<file path="config.mk">
export PLATFORM = sky130hd
export DESIGN_NAME = bdc_top
export DESIGN_NICKNAME = d
export VERILOG_FILES = /design/src/bdc_pkg.sv /design/src/bdc_top.sv /design/src/bdc_sticky.sv
export SDC_FILE = /design/constraint.sdc
export NUM_CORES = 1
export LEC_CHECK = 0
export BUFFER_PORTS_ARGS = -buffer_cell sky130_fd_sc_hd__clkbuf_2
export CAP_MARGIN = 20
export CORE_MARGIN = 8
export CORE_UTILIZATION = 42
export DETAILED_ROUTE_END_ITERATION = 8
export PLACE_DENSITY = 0.76
export SYNTH_ARGS = -nofsm -noshare
export SYNTH_HDL_FRONTEND = slang
export SYNTH_HIERARCHICAL = 1
export SYNTH_SLANG_ARGS = --single-unit
</file>
<file path="constraint.sdc">
create_clock -name pclk -period 1.95 [get_ports pclk]
set_input_delay 0.0975 -clock pclk [delete_from_list [all_inputs] [get_ports pclk]]
set_output_delay 0.0975 -clock pclk [all_outputs]
set_load 0.1 [all_outputs]
</file>
<file path="src/bdc_pkg.sv">
/*
 Package for the backup domain control block: register offsets, field
 positions, reset values and timing counts.
 Assumes a 25 MHz APB clock and 32-bit APB data with one word a register.
*/
package bdc_pkg;
   // ---------------------------------------------------------------
   // Register map (byte addresses = 4 x index)
   // ---------------------------------------------------------------
   localparam logic [3:0] BDC_IDX_CONTROL = 4'h0;
   localparam logic [3:0] BDC_IDX_FLAGS = 4'h1;
   localparam logic [3:0] BDC_IDX_SCRATCH0 = 4'h2;
   localparam logic [3:0] BDC_IDX_SCRATCH1 = 4'h3;
   localparam int BDC_ADDR_W = 6;
   // ---------------------------------------------------------------
   // Control fields
   // ---------------------------------------------------------------
   localparam int BDC_CTL_BOOST = 5;
   localparam int BDC_CTL_RATE = 4;
   localparam int BDC_CTL_OSC = 3;
   localparam int BDC_CTL_MON = 2;
   localparam int BDC_CTL_UNLOCK = 1;
   localparam int BDC_CTL_DRST = 0;
   // ---------------------------------------------------------------
   // Flag fields
   // ---------------------------------------------------------------
   localparam int BDC_FLG_ABSENT = 7;
   localparam int BDC_FLG_STABLE = 3;
   localparam int BDC_FLG_FAULT = 2;
   localparam int BDC_FLG_BROWN = 1;
   localparam int BDC_FLG_INSERT = 0;
   // ---------------------------------------------------------------
   // Reset values and timing
   // ---------------------------------------------------------------
   localparam logic [7:0] BDC_CTL_RESET = 8'h00;
   localparam logic [7:0] BDC_FLG_RESET = 8'h00;
   localparam logic [7:0] BDC_SCR_RESET = 8'h00;
   localparam int BDC_MISS_SWINGS = 64;
   localparam int BDC_MISS_W = 7;
   localparam int BDC_STABLE_SWINGS = 16;
   localparam int BDC_PROTECT_WINDOW = 4;
endpackage

</file>
<file path="src/bdc_top.sv">
/*
 Backup domain control: APB register bank for the always-on domain with
 crystal control, failure monitor, unlock, domain reset and supply flags.
 Assumes APB master with 32-bit data, supply and crystal inputs already
 synchronous to pclk, and presetn as the device reset.
*/
// Implementation choice: the APB interface to the registers.
// Function
// - Drive boost bit raises crystal drive current and swing.
// - Rate select resets to zero (1Hz); one selects 1.024kHz.
// - Rate select cannot change while the oscillator is on.
// - Writing one starts oscillator; zero ignored until domain reset.
// - Fault flagged only after 64 consecutive missing swings.
// - Monitor enable clears only by domain reset.
// - Domain registers need unlock, except the three supply flags.
// - Unlock bit clears only on device reset.
// - Writing one to reset bit while protect_open is high resets domain for one cycle.
// - Reset request dropped when the same write starts osc or monitor.
// - Domain reset clears boost, rate, osc, monitor and stable flag.
// - Absent flag set when no backup supply at reset exit; W1C.
// - Stable flag set once crystal is running; domain reset clears.
// - Fault flag set on failure; W1C or domain reset clears.
// - Brownout flag set by detector on backup power; W1C.
// - Insert flag updates only at startup; W1C.
// - Supply insertion during main power leaves insert flag alone.
// - Two retained 8-bit scratch registers at offsets two and three.
// - Main brownout blocks all writes and the backup brownout flag.
`timescale 1ns/1ns
`default_nettype none
module bdc_top
   import bdc_pkg::*;
(
   input wire logic pclk,
   input wire logic presetn,
   input wire logic psel,
   input wire logic penable,
   input wire logic pwrite,
   input wire logic [31:0] paddr,
   input wire logic [31:0] pwdata,
   input wire logic [3:0] pstrb,
   output logic [31:0] prdata,
   output logic pready,
   output logic pslverr,
   input wire logic protect_open,
   input wire logic main_brownout,
   input wire logic backup_supply_pin,
   input wire logic on_backup_power,
   input wire logic supply_brownout_detector,
   input wire logic crystal_swing,
   output logic crystal_osc_on,
   output logic crystal_drive_boost,
   output logic tick_rate_select,
   output logic crystal_monitor_on,
   output logic domain_access_unlock,
   output logic domain_reset_pulse
);
   // ---------------------------------------------------------------
   // Bus decode
   // ---------------------------------------------------------------
   logic wr_acc;
   logic [3:0] idx;
   logic mapped;
   logic wr_ok;
   logic lane0;
   logic [7:0] wb;
   logic gated_ok;
   logic ctl_wr;
   logic flg_wr;
   logic s0_wr;
   logic s1_wr;

   assign idx = paddr[5:2];
   assign mapped = (paddr[31:BDC_ADDR_W] == '0) && (paddr[1:0] == 2'b00)
      && (idx <= BDC_IDX_SCRATCH1);
   assign wr_acc = psel && penable && pwrite;
   assign lane0 = pstrb[0];
   assign wb = pwdata[7:0];
   assign wr_ok = wr_acc && mapped && lane0 && !main_brownout;
   assign gated_ok = domain_access_unlock;
   assign ctl_wr = wr_ok && (idx == BDC_IDX_CONTROL);
   assign flg_wr = wr_ok && (idx == BDC_IDX_FLAGS);
   assign s0_wr = wr_ok && gated_ok && (idx == BDC_IDX_SCRATCH0);
   assign s1_wr = wr_ok && gated_ok && (idx == BDC_IDX_SCRATCH1);

   // ---------------------------------------------------------------
   // Domain reset request
   // ---------------------------------------------------------------
   logic drst_req;
   logic drst_r;

   assign drst_req = ctl_wr && gated_ok && wb[BDC_CTL_DRST]
      && protect_open
      && !wb[BDC_CTL_OSC] && !wb[BDC_CTL_MON];

   always_ff @(posedge pclk or negedge presetn) begin
      if (!presetn) begin
         drst_r <= 1'b0;
      end else begin
         drst_r <= drst_req;
      end
   end

   always_ff @(posedge pclk or negedge presetn) begin
      if (!presetn) begin
         domain_reset_pulse <= 1'b0;
      end else begin
         domain_reset_pulse <= drst_req;
      end
   end

   // ---------------------------------------------------------------
   // Control register
   // ---------------------------------------------------------------
   always_ff @(posedge pclk or negedge presetn) begin
      if (!presetn) begin
         domain_access_unlock <= 1'b0;
      end else if (ctl_wr && wb[BDC_CTL_UNLOCK]) begin
         domain_access_unlock <= 1'b1;
      end
   end

   always_ff @(posedge pclk or negedge presetn) begin
      if (!presetn) begin
         crystal_osc_on <= 1'b0;
         crystal_monitor_on <= 1'b0;
         crystal_drive_boost <= 1'b0;
         tick_rate_select <= 1'b0;
      end else if (drst_r) begin
         crystal_osc_on <= 1'b0;
         crystal_monitor_on <= 1'b0;
         crystal_drive_boost <= 1'b0;
         tick_rate_select <= 1'b0;
      end else if (ctl_wr && gated_ok) begin
         crystal_drive_boost <= wb[BDC_CTL_BOOST];
         if (!crystal_osc_on) begin
            tick_rate_select <= wb[BDC_CTL_RATE];
         end
         if (wb[BDC_CTL_OSC]) begin
            crystal_osc_on <= 1'b1;
         end
         if (wb[BDC_CTL_MON]) begin
            crystal_monitor_on <= 1'b1;
         end
      end
   end

   // ---------------------------------------------------------------
   // Crystal stable and failure monitor
   // ---------------------------------------------------------------
   logic [BDC_MISS_W-1:0] miss_cnt_r;
   logic [4:0] good_cnt_r;
   logic stable_r;
   logic fault_set;

   always_ff @(posedge pclk or negedge presetn) begin
      if (!presetn) begin
         miss_cnt_r <= '0;
      end else if (drst_r || !crystal_monitor_on || crystal_swing) begin
         miss_cnt_r <= '0;
      end else if (miss_cnt_r != BDC_MISS_W'(BDC_MISS_SWINGS)) begin
         miss_cnt_r <= miss_cnt_r + 1'b1;
      end
   end
   assign fault_set = crystal_monitor_on && !crystal_swing
      && (miss_cnt_r == BDC_MISS_W'(BDC_MISS_SWINGS - 1));

   always_ff @(posedge pclk or negedge presetn) begin
      if (!presetn) begin
         good_cnt_r <= '0;
         stable_r <= 1'b0;
      end else if (drst_r) begin
         good_cnt_r <= '0;
         stable_r <= 1'b0;
      end else if (crystal_osc_on && crystal_swing && !stable_r) begin
         if (good_cnt_r == 5'(BDC_STABLE_SWINGS - 1)) begin
            stable_r <= 1'b1;
         end else begin
            good_cnt_r <= good_cnt_r + 1'b1;
         end
      end
   end

   // ---------------------------------------------------------------
   // Supply and fault flags
   // ---------------------------------------------------------------
   logic started_r;
   logic absent_r;
   logic insert_r;
   logic brown_r;
   logic fault_r;
   logic brown_set;
   logic boot_pulse;

   always_ff @(posedge pclk or negedge presetn) begin
      if (!presetn) begin
         started_r <= 1'b0;
      end else begin
         started_r <= 1'b1;
      end
   end
   assign boot_pulse = !started_r;
   assign brown_set = supply_brownout_detector && on_backup_power
      && !main_brownout;

   bdc_sticky u_absent (
      .pclk(pclk), .presetn(presetn),
      .set_i(boot_pulse && !backup_supply_pin),
      .clr_i(flg_wr && wb[BDC_FLG_ABSENT]),
      .flag_r(absent_r)
   );
   bdc_sticky u_insert (
      .pclk(pclk), .presetn(presetn),
      .set_i(boot_pulse && backup_supply_pin),
      .clr_i(flg_wr && wb[BDC_FLG_INSERT]),
      .flag_r(insert_r)
   );
   bdc_sticky u_brown (
      .pclk(pclk), .presetn(presetn),
      .set_i(brown_set),
      .clr_i(flg_wr && wb[BDC_FLG_BROWN]),
      .flag_r(brown_r)
   );
   bdc_sticky u_fault (
      .pclk(pclk), .presetn(presetn),
      .set_i(fault_set),
      .clr_i(drst_r || (flg_wr && gated_ok && wb[BDC_FLG_FAULT])),
      .flag_r(fault_r)
   );

   // ---------------------------------------------------------------
   // Retained scratch
   // ---------------------------------------------------------------
   logic [7:0] scr0_r;
   logic [7:0] scr1_r;

   always_ff @(posedge pclk) begin
      if (s0_wr) begin
         scr0_r <= wb;
      end
      if (s1_wr) begin
         scr1_r <= wb;
      end
   end

   // ---------------------------------------------------------------
   // Read path
   // ---------------------------------------------------------------
   logic [7:0] rd_nxt;
   logic [7:0] ctl_view;
   logic [7:0] flg_view;

   assign ctl_view = {2'b00, crystal_drive_boost, tick_rate_select,
      crystal_osc_on, crystal_monitor_on, domain_access_unlock, 1'b0};

   always_comb begin
      flg_view = 8'h00;
      flg_view[BDC_FLG_ABSENT] = absent_r;
      flg_view[BDC_FLG_BROWN] = brown_r;
      flg_view[BDC_FLG_INSERT] = insert_r;
      if (gated_ok) begin
         flg_view[BDC_FLG_STABLE] = stable_r;
         flg_view[BDC_FLG_FAULT] = fault_r;
      end
   end

   always_comb begin
      rd_nxt = 8'h00;
      unique case (idx)
         BDC_IDX_CONTROL: rd_nxt = gated_ok ? ctl_view : 8'h00;
         BDC_IDX_FLAGS: rd_nxt = flg_view;
         BDC_IDX_SCRATCH0: rd_nxt = gated_ok ? scr0_r : 8'h00;
         BDC_IDX_SCRATCH1: rd_nxt = gated_ok ? scr1_r : 8'h00;
         default: rd_nxt = 8'h00;
      endcase
   end

   always_ff @(posedge pclk or negedge presetn) begin
      if (!presetn) begin
         prdata <= 32'h00000000;
      end else if (psel && !penable && !pwrite) begin
         prdata <= {24'h000000, (mapped ? rd_nxt : 8'h00)};
      end
   end

   always_ff @(posedge pclk or negedge presetn) begin
      if (!presetn) begin
         pready <= 1'b0;
         pslverr <= 1'b0;
      end else begin
         pready <= psel && !penable;
         pslverr <= psel && !penable && !mapped;
      end
   end

   // ---------------------------------------------------------------
   // Checks
   // ---------------------------------------------------------------
   drst_pulse_a: assert property (@(posedge pclk)
      disable iff (!presetn) drst_r |=> !drst_r)
      else $error("domain reset longer than one cycle");
   drst_clears_a: assert property (@(posedge pclk)
      disable iff (!presetn)
      drst_r |=> !crystal_osc_on && !crystal_monitor_on && !stable_r
         && !tick_rate_select && !crystal_drive_boost)
      else $error("domain reset left settings");
   osc_sticky_a: assert property (@(posedge pclk)
      disable iff (!presetn) crystal_osc_on && !drst_r |=> crystal_osc_on)
      else $error("oscillator dropped without domain reset");
   mon_sticky_a: assert property (@(posedge pclk)
      disable iff (!presetn)
      crystal_monitor_on && !drst_r |=> crystal_monitor_on)
      else $error("monitor dropped without domain reset");
   rate_hold_a: assert property (@(posedge pclk)
      disable iff (!presetn)
      crystal_osc_on |=> $stable(tick_rate_select) || $past(drst_r))
      else $error("rate changed while oscillator on");
   unlock_hold_a: assert property (@(posedge pclk)
      disable iff (!presetn)
      domain_access_unlock |=> domain_access_unlock)
      else $error("unlock cleared");
   drst_block_a: assert property (@(posedge pclk)
      disable iff (!presetn)
      ctl_wr && (wb[BDC_CTL_OSC] || wb[BDC_CTL_MON]) |=> !drst_r)
      else $error("domain reset not blocked");
   fault_late_a: assert property (@(posedge pclk)
      disable iff (!presetn)
      $rose(fault_r)
         |-> $past(miss_cnt_r) == BDC_MISS_W'(BDC_MISS_SWINGS - 1))
      else $error("fault flagged too early");
   lock_write_a: assert property (@(posedge pclk)
      disable iff (!presetn)
      !domain_access_unlock && !drst_r |=> $stable(crystal_drive_boost))
      else $error("locked write took effect");
   insert_boot_a: assert property (@(posedge pclk)
      disable iff (!presetn) started_r |=> !$rose(insert_r))
      else $error("insert flag set after startup");
   absent_boot_a: assert property (@(posedge pclk)
      disable iff (!presetn) started_r |=> !$rose(absent_r))
      else $error("absent flag set after startup");
   fault_clear_a: assert property (@(posedge pclk)
      disable iff (!presetn) drst_r && !fault_set |=> !fault_r)
      else $error("fault flag kept through domain reset");
   brown_block_a: assert property (@(posedge pclk)
      disable iff (!presetn) main_brownout && !drst_r
      |=> $stable(domain_access_unlock) && $stable(crystal_osc_on)
         && !$rose(brown_r))
      else $error("write or flag taken in main brownout");
   lock_read_a: assert property (@(posedge pclk)
      disable iff (!presetn) !domain_access_unlock && psel && !penable
      && !pwrite && (idx != BDC_IDX_FLAGS) |=> prdata == 32'h00000000)
      else $error("locked register read not zero");
endmodule
`default_nettype wire

</file>
<file path="src/bdc_sticky.sv">
/*
 One hardware-set, write-one-to-clear flag.
 Assumes set and clear are synchronous to pclk; set wins over clear.
*/
`timescale 1ns/1ns
`default_nettype none
module bdc_sticky
   import bdc_pkg::*;
(
   input wire logic pclk,
   input wire logic presetn,
   input wire logic set_i,
   input wire logic clr_i,
   output logic flag_r
);
   always_ff @(posedge pclk or negedge presetn) begin
      if (!presetn) begin
         flag_r <= 1'b0;
      end else if (set_i) begin
         flag_r <= 1'b1;
      end else if (clr_i) begin
         flag_r <= 1'b0;
      end
   end
endmodule
`default_nettype wire

</file>
==> flow_summary.json <==
{
  "critPathLaunchType": "register",
  "maxSlewViolCount": 0,
  "track_usage_pct": 13.5,
  "vias": 1983,
  "grt_antenna_before_repair": 0,
  "cp_max_fo": 5,
  "grt_max_degree": 35,
  "busiest_layer": "met2",
  "clkLatencyLatePin_ns": 0.30,
  "setup_viol": 0,
  "grt_setup_unrepaired": "true",
  "die-area_um2": 8900,
  "synth_area_leader_cell": "dfrtp_1",
  "ys_top_cells_by_area": "dfrtp_1 33%, edfxtp_1 19%, buf_4 7.0%",
  "synthArstFlopShare_pct": 68.0,
  "chipWidth_um": 94.4,
  "layout.nets": 394,
  "grt_pass1_wl_mm": 9.49,
  "worst_pin_slew_ns": 0.843,
  "min-delay-start": "pwdata[3]",
  "r2r_start": "good_cnt_r[0]$_DFFE_PN0P_",
  "gp_congestion": 0.750,
  "met3_usage_pct": 3.81,
  "yosysWarningCount": 6,
  "outcome": "finished clean",
  "clkTransAtPathRegs_ns": 0.09,
  "peakVddDrop_mv": 0.461,
  "post-route-drc-count": 0,
  "grt.met1_usage_pct": 15.6,
  "reg2reg_depth": 8,
  "slew_headroom_pct": 43.8,
  "ant_nets": 0,
  "sw_frac_of_total_pct": 29.2,
  "final_cell_mix": "67 x clkbuf_2, 32 x dfrtp_1, 25 x conb_1, 17 x nor2_1, 16 x edfxtp_1",
  "cts_buffers": 5,
  "io_buffers": 67,
  "power.net_switching_w": 0.000785,
  "multi_input_area_um2": 1110,
  "power_density_nw_per_um2": 843,
  "avgSynthCellArea_um2": 11.3,
  "drive_gt1_share_pct": 35.6,
  "use_met2_pct": 22.7,
  "ys_seq_elements": 50,
  "hold_class": "in -> reg",
  "mostFrequentLayoutCell": "clkbuf_2",
  "nFillCells": 520,
  "htree_levels": 2,
  "synth_cells": 229,
  "instances_no_fill": 387,
  "totalWireLength_mm": 5.97,
  "skew_ns": 0.00525,
  "power_frac_comb_pct": 22.4,
  "wl_per_cell_um": 15.4,
  "yosysSeqAreaShare_pct": 51.6,
  "initial_utilization_pct": 43.6,
  "dr.pass1.iters": 4,
  "cap_violations": 0,
  "path_class": "reg -> reg",
  "grt_pass1_vias": 2065,
  "tritoncts": "built",
  "fmaxAchievable_mhz": 542,
  "p_int_w": 0.00191,
  "setup_ws_ns": 0.106,
  "tns_ns": 0,
  "seqPwrFrac_pct": 44.5,
  "hpwl_mm": 4.58,
  "vias_per_cell": 5.12,
  "ys_dominant_reg_cell": "dfrtp_1",
  "min_period_ns": 1.84,
  "dp.cells": 369,
  "arrival_ns": 2.01,
  "p_clk_share_pct": 33.1,
  "diodes": 0,
  "rows": 28,
  "place_ws_ns": -0.0159,
  "area_growth_syn_to_layout_pct": 23.8,
  "clock-root-buffer": "clkbuf_8",
  "crit_required_ns": 2.12,
  "synth-edff-count": 16,
  "synth_top_area_share_pct": 33.0,
  "syn_area_um2": 2580,
  "p_leak_nw": 1.46,
  "ys_types": 43,
  "period_share_pct": 94.6,
  "hold_viol": 0,
  "holdPathStages": 2,
  "ff_latch_area_um2": 1330,
  "cp-end-kind": "register",
  "clkSinkCount": 50,
  "drtIter0Drc": 103,
  "ios": 119,
  "worstSetupStartpoint": "good_cnt_r[0]$_DFFE_PN0P_",
  "gr-total-overflow": 0,
  "cts_buffer_depth": 2,
  "die_y_um": 94.4,
  "core_area_um2": 5920
}
==> critical path: stages (launching register included) <==
cell and delay [ns]:
dfrtp_1 0.39, ha_2 0.19, and3_1 0.18, ha_2 0.18
nor4bb_2 0.28, buf_4 0.19, nand4_1 0.11, xor2_1 0.15
nor2_1 0.05
==> registers in the layout, summed over array words and instances (netlist names) <==
name	flops
miss_cnt_r	7
u_brown/flag_r	1
pslverr	1
started_r	1
pready	1
domain_access_unlock	1
u_fault/flag_r	1
crystal_drive_boost	1
crystal_monitor_on	1
u_absent/flag_r	1
stable_r	1
domain_reset_pulse	1
prdata	8
good_cnt_r	5
u_insert/flag_r	1
scr0_r	8
crystal_osc_on	1
scr1_r	8
tick_rate_select	1
==> what timing repair did <==
action,4_1_cts,5_1_grt
gates cloned,0,0
buffers inserted,3,2
endpoints found under the hold margin,41,0
hold buffers,5,0
pin swaps,3,2
resized for setup,1,3
endpoints found under the setup margin,1,7
==> cells by family after synthesis <==
kind of cell,count (synthesis),share of synthesized area [%]
AND/OR/NAND/NOR,83,20.1
flip-flops,50,51.6
buffers and inverters,43,10.1
AO/OA/AOI/OAI,29,8.15
multiplexers,11,5.39
XOR/XNOR,7,2.38
adder cells (fa/ha/maj),4,1.94
other,2,0.291
==> layout make-up <==
cell class,count,share of cell area (%)
clock buffer,6,2.59
multi-input combinational,159,34.6
inverter,11,1.29
timing repair buffer,84,14.9
sequential,50,41.8
tap,75,2.94
clock inverter,2,1.88
==> cell usage after synthesis (5+ instances only) <==
cell / count
edfxtp_1: 16
nand2b_1: 6
inv_1: 11
nor2_1: 17
dfrtp_1: 34
nor4_2: 7
mux2i_1: 6
nand2_1: 15
buf_4: 24
nand4_1: 6
o31ai_1: 5
nor2b_1: 5
clkbuf_1: 6
==> path summary, 6_finish.rpt <==
path / to / slack (ns)
min in group asynchronous: miss_cnt_r[0]$_DFFE_PN0P_ / 0.43
max in group asynchronous: domain_access_unlock$_DFFE_PN0P_ / 0.94
worst max register to register: good_cnt_r[3]$_DFFE_PN0P_ / 0.11
worst min register to register: prdata[3]$_DFFE_PN0P_ / 0.49
worst min-delay path: domain_reset_pulse$_DFF_PN0_ / 0.02
worst max-delay path: good_cnt_r[3]$_DFFE_PN0P_ / 0.11
==> stage by stage <==
step	hold slack [ns]	instance area [µm²]	utilization, %	power, W
floorplan	-0.198	2680	-	0.00164
global placement	0.241	2950	49.7	0.00172
detailed placement	0.248	2950	49.7	0.00174
CTS	0.0218	3160	53.4	0.00267
global route	0.0114	3190	53.9	0.00281
finish	0.0244	3190	53.9	0.00269
==> power groups by stage <==
stage	sequential, W	clock, W	combinational, W
6_report	0.00120	0.000892	0.000603
5_1_grt	0.00121	0.000949	0.000656
4_1_cts	0.00119	0.000900	0.000575
3_5_place_dp	0.00123	0	0.000518
3_3_place_gp	0.00122	0	0.000504
2_1_floorplan	0.00123	0	0.000417
==> routing by layer <==
layer / wire length (µm) / part of all wire (%)
met5: 0 / 0
met1: 2360 / 40
met4: 115 / 1.9
met2: 2840 / 48
met3: 649 / 11
No activity file was read; power rests on OpenSTA's default activity.
